### config.mk
export PLATFORM = sky130hd
export DESIGN_NAME = sadc_sequencer
export DESIGN_NICKNAME = d
export VERILOG_FILES = /design/src/rtl/sadc_pkg.sv /design/src/rtl/sadc_sequencer.sv
export SDC_FILE = /design/constraint.sdc
export NUM_CORES = 1
export LEC_CHECK = 0
export BUFFER_PORTS_ARGS = -buffer_cell sky130_fd_sc_hd__buf_2
export CELL_PAD_IN_SITES_DETAIL_PLACEMENT = 1
export CELL_PAD_IN_SITES_GLOBAL_PLACEMENT = 1
export CORE_MARGIN = 4
export CORE_UTILIZATION = 38
export DETAILED_ROUTE_END_ITERATION = 7
export PLACE_DENSITY = 0.78
export RECOVER_POWER = 50
export SKIP_CTS_REPAIR_TIMING = 1
export SLEW_MARGIN = 20
export SYNTH_ARGS = -nofsm -noshare
export SYNTH_HDL_FRONTEND = slang
export SYNTH_SLANG_ARGS = --single-unit
### constraint.sdc
create_clock -name clk -period 9.55 [get_ports clk]
set_input_delay 0.4775 -clock clk [delete_from_list [all_inputs] [get_ports clk]]
set_output_delay 0.4775 -clock clk [all_outputs]
set_load 0.02 [all_outputs]
### src/rtl/sadc_pkg.sv
/*
  Package for the converter sequencer: register offsets, field positions,
  reset values and timing counts shared by the design and its bench.
  Assumes a byte-addressed plain register port with 32-bit data.
*/
package sadc_pkg;

  // Register offsets (byte addresses)
  localparam logic [7:0] SADC_CTRL_OFS   = 8'h00;
  localparam logic [7:0] SADC_SMP_OFS    = 8'h04;
  localparam logic [7:0] SADC_CHSEL_OFS  = 8'h08;
  localparam logic [7:0] SADC_SLOW_OFS   = 8'h0C;
  localparam logic [7:0] SADC_WIN_OFS    = 8'h10;
  localparam logic [7:0] SADC_STAT_OFS   = 8'h14;
  localparam logic [7:0] SADC_DATA_OFS   = 8'h18;
  localparam logic [7:0] SADC_BUFDIS_OFS = 8'h1C;

  // Control register fields
  localparam int SADC_CTRL_ON     = 0;
  localparam int SADC_CTRL_START  = 1;
  localparam int SADC_CTRL_CONTINUOUS_ENABLE   = 2;
  localparam int SADC_CTRL_DMADIS = 3;
  localparam int SADC_CTRL_DIV2   = 4;
  localparam int SADC_CTRL_RES    = 5;   // Two bits: 00=12, 01=10, 10=8, 11=6
  localparam int SADC_CTRL_TRIG   = 7;   // Two bits: 00=sw, 01=timer, 10=pin
  localparam int SADC_CTRL_EOCIE  = 9;
  localparam int SADC_CTRL_WINIE  = 10;
  localparam int SADC_CTRL_OVRIE  = 11;
  localparam int SADC_CTRL_VREFEN = 12;
  localparam int SADC_CTRL_TSEN   = 13;
  localparam int SADC_CTRL_WINCH  = 16;  // Five bits: monitored channel
  localparam int SADC_CTRL_WINEN  = 21;

  // Status fields (flags write one to clear; busy is read-only)
  localparam int SADC_ST_EOC  = 0;
  localparam int SADC_ST_WIN  = 1;
  localparam int SADC_ST_OVR  = 2;
  localparam int SADC_ST_BUSY = 3;

  // Channel map
  localparam int SADC_NCH      = 27;
  localparam int SADC_CH_VREF  = 25;
  localparam int SADC_CH_TEMP  = 26;

  // Sampling range in converter cycles
  localparam int SADC_SMP_MIN = 4;
  localparam int SADC_SMP_MAX = 384;
  localparam logic [8:0] SADC_SMP_RST = 9'h004;

  // Stabilisation interval, kept by software
  localparam int SADC_STAB_NS  = 3000;
  localparam int SADC_CLK_MHZ  = 50;
  localparam int SADC_STAB_CYC = (SADC_STAB_NS * SADC_CLK_MHZ + 999) / 1000;

endpackage : sadc_pkg

### src/rtl/sadc_sequencer.sv
/*
  Successive-approximation converter sequencer: register port, channel
  sequencing, sampling timer, bit-by-bit approximation and events.
  Assumes an analog comparator answering cmpHigh in the same converter
  cycle, and a DMA engine that pulses dmaAck when it takes the result.
*/
// The address map and the strobed register port were decided locally.
// Overview of operation
// Steps per conversion equal resolution bits.
// Decide bits from MSB down to LSB.
// Resolutions 6, 8, 10 and 12 bits.
// Converter clock is system clock over 1 or 2.
// One approximation step per converter cycle.
// Sampling lasts 4 to 384 converter cycles.
// Software waits stabilisation time after enabling.
// 25 pin channels plus two internal.
// Internal reference is channel 25.
// Per-pin digital input buffer disable.
// Internal sources reset disabled, enabled by software.
// Fast and slow groups, own sampling times.
// Trigger from software, timer or pin.
// Out-of-window result sets flag, optional interrupt.
// End-of-conversion when result register loads.
// Overrun when result unread by DMA.
// DMA request for every result.
// Single mode converts once, then stops.
// Continuous mode proceeds through sequence automatically.
// Scan mode converts every selected channel; the code skips a selected internal channel whose source is switched off.
// Single without DMA converts highest selected only.
// Continuous raises end-of-conversion per sequence.
// Clearing continuous finishes sequence then stops; with DMA disabled the code stops at the next channel boundary.
// Software starts via start bit after stabilisation.
// Triggers ignored while busy.
// Flags sticky until cleared; interrupt ORs enabled.
// Result register stable until next result.
`timescale 1ns/1ns
`default_nettype none

module sadc_sequencer
  import sadc_pkg::*;
#(
  parameter int RES_MAX = 12
) (
  // Clock, reset, enable
  input  wire logic        clk,
  input  wire logic        rst,
  input  wire logic        clkEn,
  // Register port
  input  wire logic [7:0]  regAddr,
  input  wire logic [31:0] regWdata,
  input  wire logic        regWr,
  input  wire logic        regRd,
  output logic      [31:0] regRdata,
  // Trigger inputs
  input  wire logic        timerTrig,
  input  wire logic        trigPin,
  // Analog front end
  input  wire logic        cmpHigh,
  output logic      [4:0]  muxSel,
  output logic             sampleOn,
  output logic      [11:0] dacCode,
  output logic             vrefEnable,
  output logic             tempEnable,
  output logic      [24:0] pinBufDisable,
  // DMA and interrupt
  output logic             dmaReq,
  input  wire logic        dmaAck,
  output logic             irq
);

  // Elaboration check: the trial code, masks and result path are 12 bits wide
  if (RES_MAX != 12) begin : g_resCheck
    $error("sadc_sequencer: only 12-bit core supported");
  end

  typedef enum logic [1:0] {
    SADC_IDLE   = 2'b00,
    SADC_SAMPLE = 2'b01,
    SADC_CONV   = 2'b10,
    SADC_NEXT   = 2'b11
  } sadc_state_t;

  // Registers
  logic [31:0] ctrl_r;
  logic [8:0]  smpFast_r, smpSlow_r;
  logic [26:0] chSel_r, slowGrp_r;
  logic [11:0] winLo_r, winHi_r;
  logic [24:0] bufDis_r;
  logic [2:0]  flags_r;
  logic [11:0] data_r;
  logic [31:0] rdata_r;
  sadc_state_t state_r;
  logic [4:0]  ch_r;
  logic [8:0]  cnt_r;
  logic [3:0]  bit_r;
  logic [11:0] sar_r;
  logic        unread_r;
  logic        divTick_r;
  logic        dmaReq_r, irq_r, sampleOn_r;
  logic [2:0]  pinSync_r;
  logic        pinLvl_r, tmrPrev_r;

  // Field decode
  wire       convOn  = ctrl_r[SADC_CTRL_ON];
  wire       contEn  = ctrl_r[SADC_CTRL_CONTINUOUS_ENABLE];
  wire       dmaDis  = ctrl_r[SADC_CTRL_DMADIS];
  wire [1:0] resSel  = ctrl_r[SADC_CTRL_RES +: 2];
  wire [1:0] trigSel = ctrl_r[SADC_CTRL_TRIG +: 2];
  wire [4:0] winCh   = ctrl_r[SADC_CTRL_WINCH +: 5];
  wire       wrCtrl  = regWr && regAddr == SADC_CTRL_OFS;
  wire       wrStat  = regWr && regAddr == SADC_STAT_OFS;
  wire       busy    = state_r != SADC_IDLE;

  // Resolution to number of steps: lower resolution, fewer cycles
  wire [3:0] nBits = 4'd12 - {resSel, 1'b0};

  // Converter tick: every cycle, or every second cycle when dividing
  wire       tick = ~ctrl_r[SADC_CTRL_DIV2] | divTick_r;
  // The divider restarts before each sampling phase, so a phase always spans whole
  // converter cycles instead of losing half a cycle to a free-running phase
  wire       divHold = state_r == SADC_IDLE || state_r == SADC_NEXT;

  // Pin trigger edges count once the second and third stages agree
  wire       pinStable = pinSync_r[2] == pinSync_r[1];
  wire       pinEdge   = pinStable && pinSync_r[2] != pinLvl_r;
  wire       tmrEdge   = timerTrig & ~tmrPrev_r;
  wire       swStart   = wrCtrl && regWdata[SADC_CTRL_START];
  wire       trigSw    = trigSel == 2'b00 && swStart;
  wire       trigAny   = trigSw | (trigSel == 2'b01 && tmrEdge)
                         | (trigSel == 2'b10 && pinEdge);

  // Find next selected channel from a position: lowest at or above 'from'
  function automatic logic [5:0] sadc_next(input logic [26:0] sel,
                                           input logic [5:0] from);
    logic [5:0] res;
    res = 6'h3F;
    for (int i = SADC_NCH - 1; i >= 0; i--) begin
      if (sel[i] && i[5:0] >= from) begin
        res = i[5:0];
      end
    end
    return res;
  endfunction : sadc_next

  // Highest selected channel, used for single conversions without DMA
  function automatic logic [5:0] sadc_top(input logic [26:0] sel);
    logic [5:0] res;
    res = 6'h3F;
    for (int i = 0; i < SADC_NCH; i++) begin
      if (sel[i]) begin
        res = i[5:0];
      end
    end
    return res;
  endfunction : sadc_top

  // Internal channels only usable once their source is switched on
  wire [26:0] chUsable = {ctrl_r[SADC_CTRL_TSEN], ctrl_r[SADC_CTRL_VREFEN],
                          25'h1FF_FFFF} & chSel_r;
  wire        oneShot  = ~contEn & dmaDis;
  wire [5:0]  firstCh  = oneShot ? sadc_top(chUsable)
                                 : sadc_next(chUsable, 6'd0);
  wire [5:0]  nextCh   = oneShot ? 6'h3F
                                 : sadc_next(chUsable, {1'b0, ch_r} + 6'd1);
  wire [5:0]  restart  = sadc_next(chUsable, 6'd0);
  wire [8:0]  smpLen   = slowGrp_r[ch_r] ? smpSlow_r : smpFast_r;

  // Approximation bit and trial code
  wire [11:0] bitMask  = 12'h001 << bit_r;
  wire [11:0] sarKeep  = cmpHigh ? sar_r : (sar_r & ~bitMask);
  wire        lastStep = bit_r == 4'd12 - nBits;
  // Result aligned to the chosen resolution
  // Bits below the chosen resolution are never tried, so shifting loses nothing
  wire [11:0] result   = sarKeep >> (4'd12 - nBits);
  wire        outWin   = result < winLo_r || result > winHi_r;
  wire        convDone = busy && tick && state_r == SADC_CONV && lastStep;
  wire        seqEnd   = nextCh[5];

  // Clamp a sampling setting to the legal range
  function automatic logic [8:0] sadc_clamp(input logic [8:0] v);
    logic [8:0] res;
    res = v;
    if (v < 9'(SADC_SMP_MIN)) begin
      res = 9'(SADC_SMP_MIN);
    end else if (v > 9'(SADC_SMP_MAX)) begin
      res = 9'(SADC_SMP_MAX);
    end
    return res;
  endfunction : sadc_clamp

  // Sampling writes saturate at the legal range instead of wrapping
  wire [8:0]  smpFastIn = sadc_clamp(regWdata[8:0]);
  wire [8:0]  smpSlowIn = sadc_clamp(regWdata[24:16]);

  // Read multiplexer
  // Unmapped addresses read zero; status reports busy beside the flags
  wire [31:0] rdMux =
      regAddr == SADC_CTRL_OFS   ? ctrl_r :
      regAddr == SADC_SMP_OFS    ? {7'h00, smpSlow_r, 7'h00, smpFast_r} :
      regAddr == SADC_CHSEL_OFS  ? {5'h00, chSel_r} :
      regAddr == SADC_SLOW_OFS   ? {5'h00, slowGrp_r} :
      regAddr == SADC_WIN_OFS    ? {4'h0, winHi_r, 4'h0, winLo_r} :
      regAddr == SADC_STAT_OFS   ? {28'h000_0000, busy, flags_r} :
      regAddr == SADC_DATA_OFS   ? {20'h0_0000, data_r} :
      regAddr == SADC_BUFDIS_OFS ? {7'h00, bufDis_r} : 32'h0000_0000;

  // Event sets for this cycle
  // Scan runs flag the end only after their last channel; a lone conversion
  // always ends its sequence, so seqEnd covers both
  wire        setEoc = convDone && seqEnd;
  wire        setWin = convDone && ctrl_r[SADC_CTRL_WINEN]
                       && ch_r == winCh && outWin;
  // A take in the same cycle as the new result means the old one was read
  wire        setOvr = convDone && unread_r && ~dmaAck && ~dmaDis;
  wire [2:0]  clrMsk = wrStat ? regWdata[2:0] : 3'b000;
  wire [2:0]  setMsk = {setOvr, setWin, setEoc};
  // Next flags; the interrupt follows them with no extra cycle of delay
  wire [2:0]  flags_nxt = (flags_r & ~clrMsk) | setMsk;
  wire [2:0]  irqEnMsk  = {ctrl_r[SADC_CTRL_OVRIE], ctrl_r[SADC_CTRL_WINIE],
                           ctrl_r[SADC_CTRL_EOCIE]};
  // A DMA take that meets a new result still leaves the new one unread
  wire        unread_nxt = convDone ? ~dmaDis : (unread_r & ~dmaAck);
  wire        dmaReq_nxt = convDone ? ~dmaDis : (dmaReq_r & ~dmaAck);

  // Register writes; start bit is self-clearing
  // Status clears go through the flag logic, so no case item for them
  always_ff @(posedge clk) begin
    if (rst) begin
      ctrl_r    <= 32'h0000_0000;
      smpFast_r <= SADC_SMP_RST;
      smpSlow_r <= SADC_SMP_RST;
      chSel_r   <= 27'h000_0000;
      slowGrp_r <= 27'h000_0000;
      winLo_r   <= 12'h000;
      winHi_r   <= 12'hFFF;
      bufDis_r  <= 25'h000_0000;
    end else if (clkEn && regWr) begin
      unique case (regAddr)
        SADC_CTRL_OFS:   ctrl_r <= regWdata & ~(32'h0000_0001 << SADC_CTRL_START);
        SADC_SMP_OFS: begin
          smpFast_r <= smpFastIn;
          smpSlow_r <= smpSlowIn;
        end
        SADC_CHSEL_OFS:  chSel_r <= regWdata[26:0];
        SADC_SLOW_OFS:   slowGrp_r <= regWdata[26:0];
        SADC_WIN_OFS:    {winHi_r, winLo_r} <= {regWdata[27:16], regWdata[11:0]};
        SADC_BUFDIS_OFS: bufDis_r <= regWdata[24:0];
        default: ;
      endcase
    end
  end

  // Sticky flags: a set in the same cycle beats the clear
  always_ff @(posedge clk) begin
    if (rst) begin
      flags_r <= 3'b000;
    end else if (clkEn) begin
      flags_r <= flags_nxt;
    end
  end

  // Trigger input conditioning and divider
  // Only the second stage onwards is read, so a metastable first stage stays contained
  always_ff @(posedge clk) begin
    if (rst) begin
      pinSync_r <= 3'b000;
      pinLvl_r  <= 1'b0;
      tmrPrev_r <= 1'b0;
      divTick_r <= 1'b0;
    end else if (clkEn) begin
      pinSync_r <= {pinSync_r[1:0], trigPin};
      if (pinStable) begin
        pinLvl_r <= pinSync_r[2];
      end
      tmrPrev_r <= timerTrig;
      divTick_r <= ~divTick_r & ~divHold;
    end
  end

  // Sequencer: sample, approximate, move to next channel or stop
  always_ff @(posedge clk) begin
    if (rst) begin
      state_r <= SADC_IDLE;
      ch_r    <= 5'h00;
      cnt_r   <= 9'h000;
      bit_r   <= 4'h0;
      sar_r   <= 12'h000;
    end else if (clkEn) begin
      unique case (state_r)
        SADC_IDLE: begin
          // New triggers only count here; while busy they are dropped
          if (convOn && trigAny && ~firstCh[5]) begin
            ch_r    <= firstCh[4:0];
            cnt_r   <= 9'h000;
            state_r <= SADC_SAMPLE;
          end
        end
        // Counts converter ticks, not system cycles
        SADC_SAMPLE: begin
          if (tick) begin
            if (cnt_r == smpLen - 9'd1) begin
              bit_r   <= 4'd11;
              sar_r   <= 12'h800;
              state_r <= SADC_CONV;
            end else begin
              cnt_r <= cnt_r + 9'd1;
            end
          end
        end
        SADC_CONV: begin
          if (tick) begin
            if (lastStep) begin
              sar_r   <= sarKeep;
              state_r <= SADC_NEXT;
            end else begin
              sar_r   <= sarKeep | (bitMask >> 1);
              bit_r   <= bit_r - 4'd1;
            end
          end
        end
        // Clearing the on bit abandons the run at the next channel boundary
        SADC_NEXT: begin
          cnt_r <= 9'h000;
          if (~convOn || oneShot) begin
            state_r <= SADC_IDLE;
          end else if (~seqEnd) begin
            ch_r    <= nextCh[4:0];
            state_r <= SADC_SAMPLE;
          end else if (contEn && ~restart[5]) begin
            ch_r    <= restart[4:0];
            state_r <= SADC_SAMPLE;
          end else begin
            state_r <= SADC_IDLE;
          end
        end
      endcase
    end
  end

  // Result register, DMA request and outputs
  always_ff @(posedge clk) begin
    if (rst) begin
      data_r     <= 12'h000;
      unread_r   <= 1'b0;
      dmaReq_r   <= 1'b0;
      irq_r      <= 1'b0;
      sampleOn_r <= 1'b0;
      rdata_r    <= 32'h0000_0000;
    end else if (clkEn) begin
      if (convDone) begin
        data_r <= result;
      end
      unread_r   <= unread_nxt;
      dmaReq_r   <= dmaReq_nxt;
      irq_r      <= |(flags_nxt & irqEnMsk);
      sampleOn_r <= state_r == SADC_SAMPLE;
      rdata_r    <= regRd ? rdMux : 32'h0000_0000;
    end
  end

  // Analog-facing outputs come from registers
  // Source enables reach the analog side straight from the control word
  assign regRdata      = rdata_r;
  assign muxSel        = ch_r;
  assign sampleOn      = sampleOn_r;
  assign dacCode       = sar_r;
  assign vrefEnable    = ctrl_r[SADC_CTRL_VREFEN];
  assign tempEnable    = ctrl_r[SADC_CTRL_TSEN];
  assign pinBufDisable = bufDis_r;
  assign dmaReq        = dmaReq_r;
  assign irq           = irq_r;

endmodule : sadc_sequencer

`default_nettype wire

Word-level counts from Yosys, hierarchy flattened:

Cells that the tools add are included.

* register bits: 241
* bits of input ports: 49
* output and inout bits: 79

* add/sub/neg operators: 6
* $lt $le $gt $ge: 34
* eq/ne operators: 26
* shift-type cells: 2
* multiplexer cells: 131
* bitwise gates (word level): 26
* reductions and logical operators: 72

Operators by type and width (count)
* 6-bit two-way mux: 83
* 28-bit two-way mux: 4
* 25-bit two-way mux: 3
* 9-bit two-way mux: 8
* 5-bit by 6-bit greater-or-equal comparator with 1-bit output (first input constant): 11
* 32-bit two-way mux: 2
* 12-bit two-way mux: 5
* 4-bit by 6-bit greater-or-equal comparator with 1-bit output (first input constant): 8
* 1-bit logical AND: 48
* 8-bit by 5-bit == test with 1-bit output (second input constant): 4
* 27-bit AND: 1
* 9-bit one-hot mux with 3 select lines: 1
* 3-bit by 6-bit greater-or-equal comparator with 1-bit output (first input constant): 4
* 12-bit one-hot mux with 2 select lines: 1
* 5-bit two-way mux: 4
* 9-bit > comparator (second input constant): 2
* 9-bit by 3-bit < comparator with 1-bit output (second input constant): 2
* 8-bit by 4-bit == test with 1-bit output (second input constant): 2
* 4-bit two-way mux: 4
* 2-bit AND reduction: 8
* 5-bit AND reduction: 3
* 2-bit inequality test (second input constant): 7
* 12-bit AND: 1
* 1-bit by 6-bit greater-or-equal comparator with 1-bit output (first input constant): 2
* other kinds (44): 79

Logic depth before layout (Yosys ltp):

* depth after elaboration: 35
* mapped depth: 19

Least setup slack after synthesis:

No wires, ideal clock.

* kind: flip-flop to flip-flop
* start: reg ch_r[0], in the netlist muxSel[0]
* end: reg sar_r[7], in the netlist dacCode[7]
* setup time: 0.120 ns
* arrival: 3.784 ns
* data required time: 9.430 ns
* slack: 5.647 ns
* stages on the path, launching flop included: 20
* clock period less this slack: 3.903 ns
* cell sequence: dfxtp_1 -> buf_6 -> mux4_2 -> and3_1 -> a31oi_2 -> buf_6 -> nand2_2 -> mux2i_1 -> ha_1 -> xor2_1 -> xnor2_1 -> o211ai_1 -> mux2i_1 -> o2111ai_2 -> o41ai_1 -> and3_1 -> buf_2 -> nor2_1 -> buf_2 -> o2bb2ai_1

* cells in the longest elaborated chain, start to end: 7

Ends and longest elaborated chain
* start, declared: RTL line sadc_sequencer.sv:93 `logic [4:0] ch_r;`
* start signal, assigned: RTL line sadc_sequencer.sv:293 `ch_r <= firstCh[4:0];`
* start signal, assigned: RTL line sadc_sequencer.sv:327 `ch_r <= nextCh[4:0];`
* start signal, assigned: RTL line sadc_sequencer.sv:330 `ch_r <= restart[4:0];`
* 1-bit binary-select mux with 5-bit select: RTL line sadc_sequencer.sv:166 `wire [8:0] smpLen = slowGrp_r[ch_r] ? smpSlow_r : smpFast_r;`
* 1-bit two-way mux (implied by the code): RTL line sadc_sequencer.sv:166
* 9-bit two-way mux: RTL line sadc_sequencer.sv:166
* 9-bit by 1-bit subtractor with 9-bit output: RTL line sadc_sequencer.sv:301 `if (cnt_r == smpLen - 9'd1) begin`
* 9-bit == test: RTL line sadc_sequencer.sv:301
* 2-bit inequality test (no source line)
* 5-bit AND reduction (no source line)
* end signal, assigned: RTL line sadc_sequencer.sv:313 `sar_r <= sarKeep;`
* end signal, assigned: RTL line sadc_sequencer.sv:316 `sar_r <= sarKeep | (bitMask >> 1);`
* end, declared: RTL line sadc_sequencer.sv:96 `logic [11:0] sar_r;`

Every way passes these cells. The select of a mux whose other input is x is not followed.
A chain may end at the register's enable or synchronous reset.

Worst setup path after layout:

* start: in rst
* end: reg chSel_r[23]

RTL lines
* start, declared: RTL line sadc_sequencer.sv:46 `input wire logic rst,`
* end signal, assigned: RTL line sadc_sequencer.sv:244 `SADC_CHSEL_OFS: chSel_r <= regWdata[26:0];`
* end, declared: RTL line sadc_sequencer.sv:86 `logic [26:0] chSel_r, slowGrp_r;`

No word-level cell between the ends.

==> qor.txt <==
Status: finished, violations left
Failing checks: max-capacitance violations, max-slew violations
Rel. slew slack: -2.94
EDFF count, synth: 0
Filler cells: 4552
Sink Count: 241
Req. time, crit path: 9.86 ns
Worst-margin pin slew: 5.91 ns
Arrival time of the worst setup path: 6.81 ns
Clock latency on the worst-skew pair: 0.55 ns
Critical path class: input port to flop
TritonCTS clock tree: done
Clock buffer depth: 3
Max VDD drop: 122 uV
Gate Count Post-Synth: 1868
Synth top area share: 0.348
Vias in the first global route: 14800
Yosys warnings: 0
RSZ-0062 raised after global routing: no
Hold_ws: 0.173 ns
Pleak: 0.00539 uW
R2r worst-path depth: 16
Final min period: 6.50 ns
Final worst setup slack: 3.05 ns
Ys async rst share: 0
Final core occ: 0.429
H-tree depth: 1
IO buf count: 127
Final setup violation count: 0
Worst hold path type: input port to flop
Hold Path Depth: 3
Critical path origin: rst
Clk root buf: clkbuf_16
Max_cap viols: 2
Max FO, Critical Path: 127
Dpl ws: 4.44 ns
Cts bufs inserted: 26
Die height: 199 um
Netlist cell types: 83
Antenna violations before repair: 1
R2r startpoint: muxSel[3]
Pwr per Cell Area: 135 nW/um^2
Post-DP HPWL: 41.3 mm
Die W: 199 um
Final nets: 1986
Mapped Avg Cell Area: 7.42 um^2
Vias per cell: 6.24
Sequential share of the synthesized area: 0.348
# IOs: 128
Area contributors post-synth: dfxtp_1 35%, nand2_1 11%, a21oi_1 8.0%
ANT nets after route: 0
Most used DFF post-synth: dfxtp_1
Share of layout cells above drive strength 1: 0.0699
Area leader, netlist: dfxtp_1
Largest net degree at the start of global routing: 128
DR iter-0 viols: 1483
First-pass GRT wire length: 88.0 mm
Core area: 35700 um^2
Placer Congestion: 1.00
Total GRT Usage: 0.280
Post-synthesis cell area: 13900 um^2
Synth Register Bits: 241
Final Hold Viols: 0
Vias: 14800
Crit share post-route: 0.681
Type of destination of the critical path: flop
Number of iterations in the first detailed-routing pass: 5
Setup TNS: 0 ns
DRC Markers: 0
Count of pins over their slew limit: 235
Worst setup SP type: input port
Clock skew: 0.0198 ns
Grt total ovfl: 0
CTS clk-pin slew, worst paths: 0.06 ns
Fmax: 154 MHz
Overall Power: 2070 uW
Cell row count: 69
Hold EP: pinSync_r[0]
Area grow syn2layout: 10.6%
Initial Util: 0.388
Routed WL: 57.2 mm
HP Start: trigPin
Die area: 39600 um^2
Syn Nets: 1954
Reg2Reg Capture Point: dacCode[5]
Reg2reg setup slack: 4.05 ns
DR WL/cell: 24.0 um
synth_stat cells (all sizes together), types with 25 or more instances:
| cell type | count |
|---|---|
| dfxtp | 241 |
| inv | 58 |
| nor2 | 154 |
| nor2b | 25 |
| o21ai | 56 |
| nor3 | 45 |
| mux2i | 35 |
| clkbuf | 109 |
| ha | 37 |
| a22oi | 36 |
| nand2 | 410 |
| buf | 29 |
| a21oi | 222 |
| nand3 | 34 |
layer usage:
metal  track usage  part of all wire  up-vias
li1              -                 -     6686
met1         0.380              0.42     7387
met2         0.455              0.46      632
met3        0.0342             0.068      136
met4         0.109             0.044        2
met5             0           0.00035        -
critical path: stages:
cell,delay [ns]
clkbuf_1,4.05
clkbuf_2,2.02
a21oi_1,0.13
placed cells by master, fill, tap and decap left out, drive strengths merged, types with 12 or more instances in the layout:
master / n
a211oi: 18
a21boi: 19
a21o: 12
a21oi: 222
a221oi: 16
a222oi: 19
a22oi: 36
a31oi: 13
and2: 17
buf: 61
clkbuf: 126
dfxtp: 241
ha: 37
inv: 58
mux2i: 35
nand2: 410
nand2b: 19
nand3: 34
nand3b: 15
nand4: 16
nor2: 154
nor2b: 25
nor3: 45
nor4: 16
o2111ai: 13
o211ai: 12
o21ai: 56
o31ai: 13
xnor2: 13
xor2: 12
where the power goes:
| part | internal [uW] | switching, uW |
|---|---|---|
| clock network | 563 | 416 |
| logic | 17.3 | 62.2 |
| registers | 1010 | 1.84 |
| total | 1590 | 480 |
how the worst max path moves through the flow:
| stage | endpoint | slack (ns) | depth (start not counted) |
|---|---|---|---|
| floorplan | dacCode[7] | 5.65 | 19 |
| global placement | dacCode[10] | 4.70 | 15 |
| detailed placement | dacCode[5] | 4.44 | 15 |
| CTS | dacCode[5] | 4.39 | 15 |
| global route | regRdata[26] | 2.53 | 3 |
| finish | chSel_r[23] | 3.05 | 3 |
logic make-up after synthesis:
logic type,count (synthesis),share of synthesized area
AO/OA/AOI/OAI,530,0.252
buffers and inverters,196,0.0579
multiplexers,46,0.0385
XOR/XNOR,25,0.0163
AND/OR/NAND/NOR,793,0.254
flip-flops,241,0.348
adder cells (fa/ha/maj),37,0.0334
state kept, by name (all words and copies together) (netlist names), 4 cells and up:
name and cells:
pinBufDisable 25, winHi_r 12, muxSel 5, cnt_r 9
slowGrp_r 27, data_r 12, chSel_r 27, regRdata 32
ctrl_r 31, smpSlow_r 9, winLo_r 12, smpFast_r 9
bit_r 4, dacCode 12
per-stage QoR:
step / std cells / cell area (um^2)
finish: 2379 / 15300
floorplan: 1868 / 13900
CTS: 2378 / 15400
global route: 2378 / 15300
detailed placement: 2333 / 14600
global placement: 2333 / 14600
final cells by class:
class	instances	area [um^2]	share of cell area
multi-input cells	1431	8270	0.539
diodes	1	2.50	0.000163
clock buffers	45	803	0.0524
well taps	461	577	0.0376
inverters	58	218	0.0142
flip-flops and latches	241	4820	0.315
repair buffers	142	641	0.0418
Power figures use the tool's default switching activity.
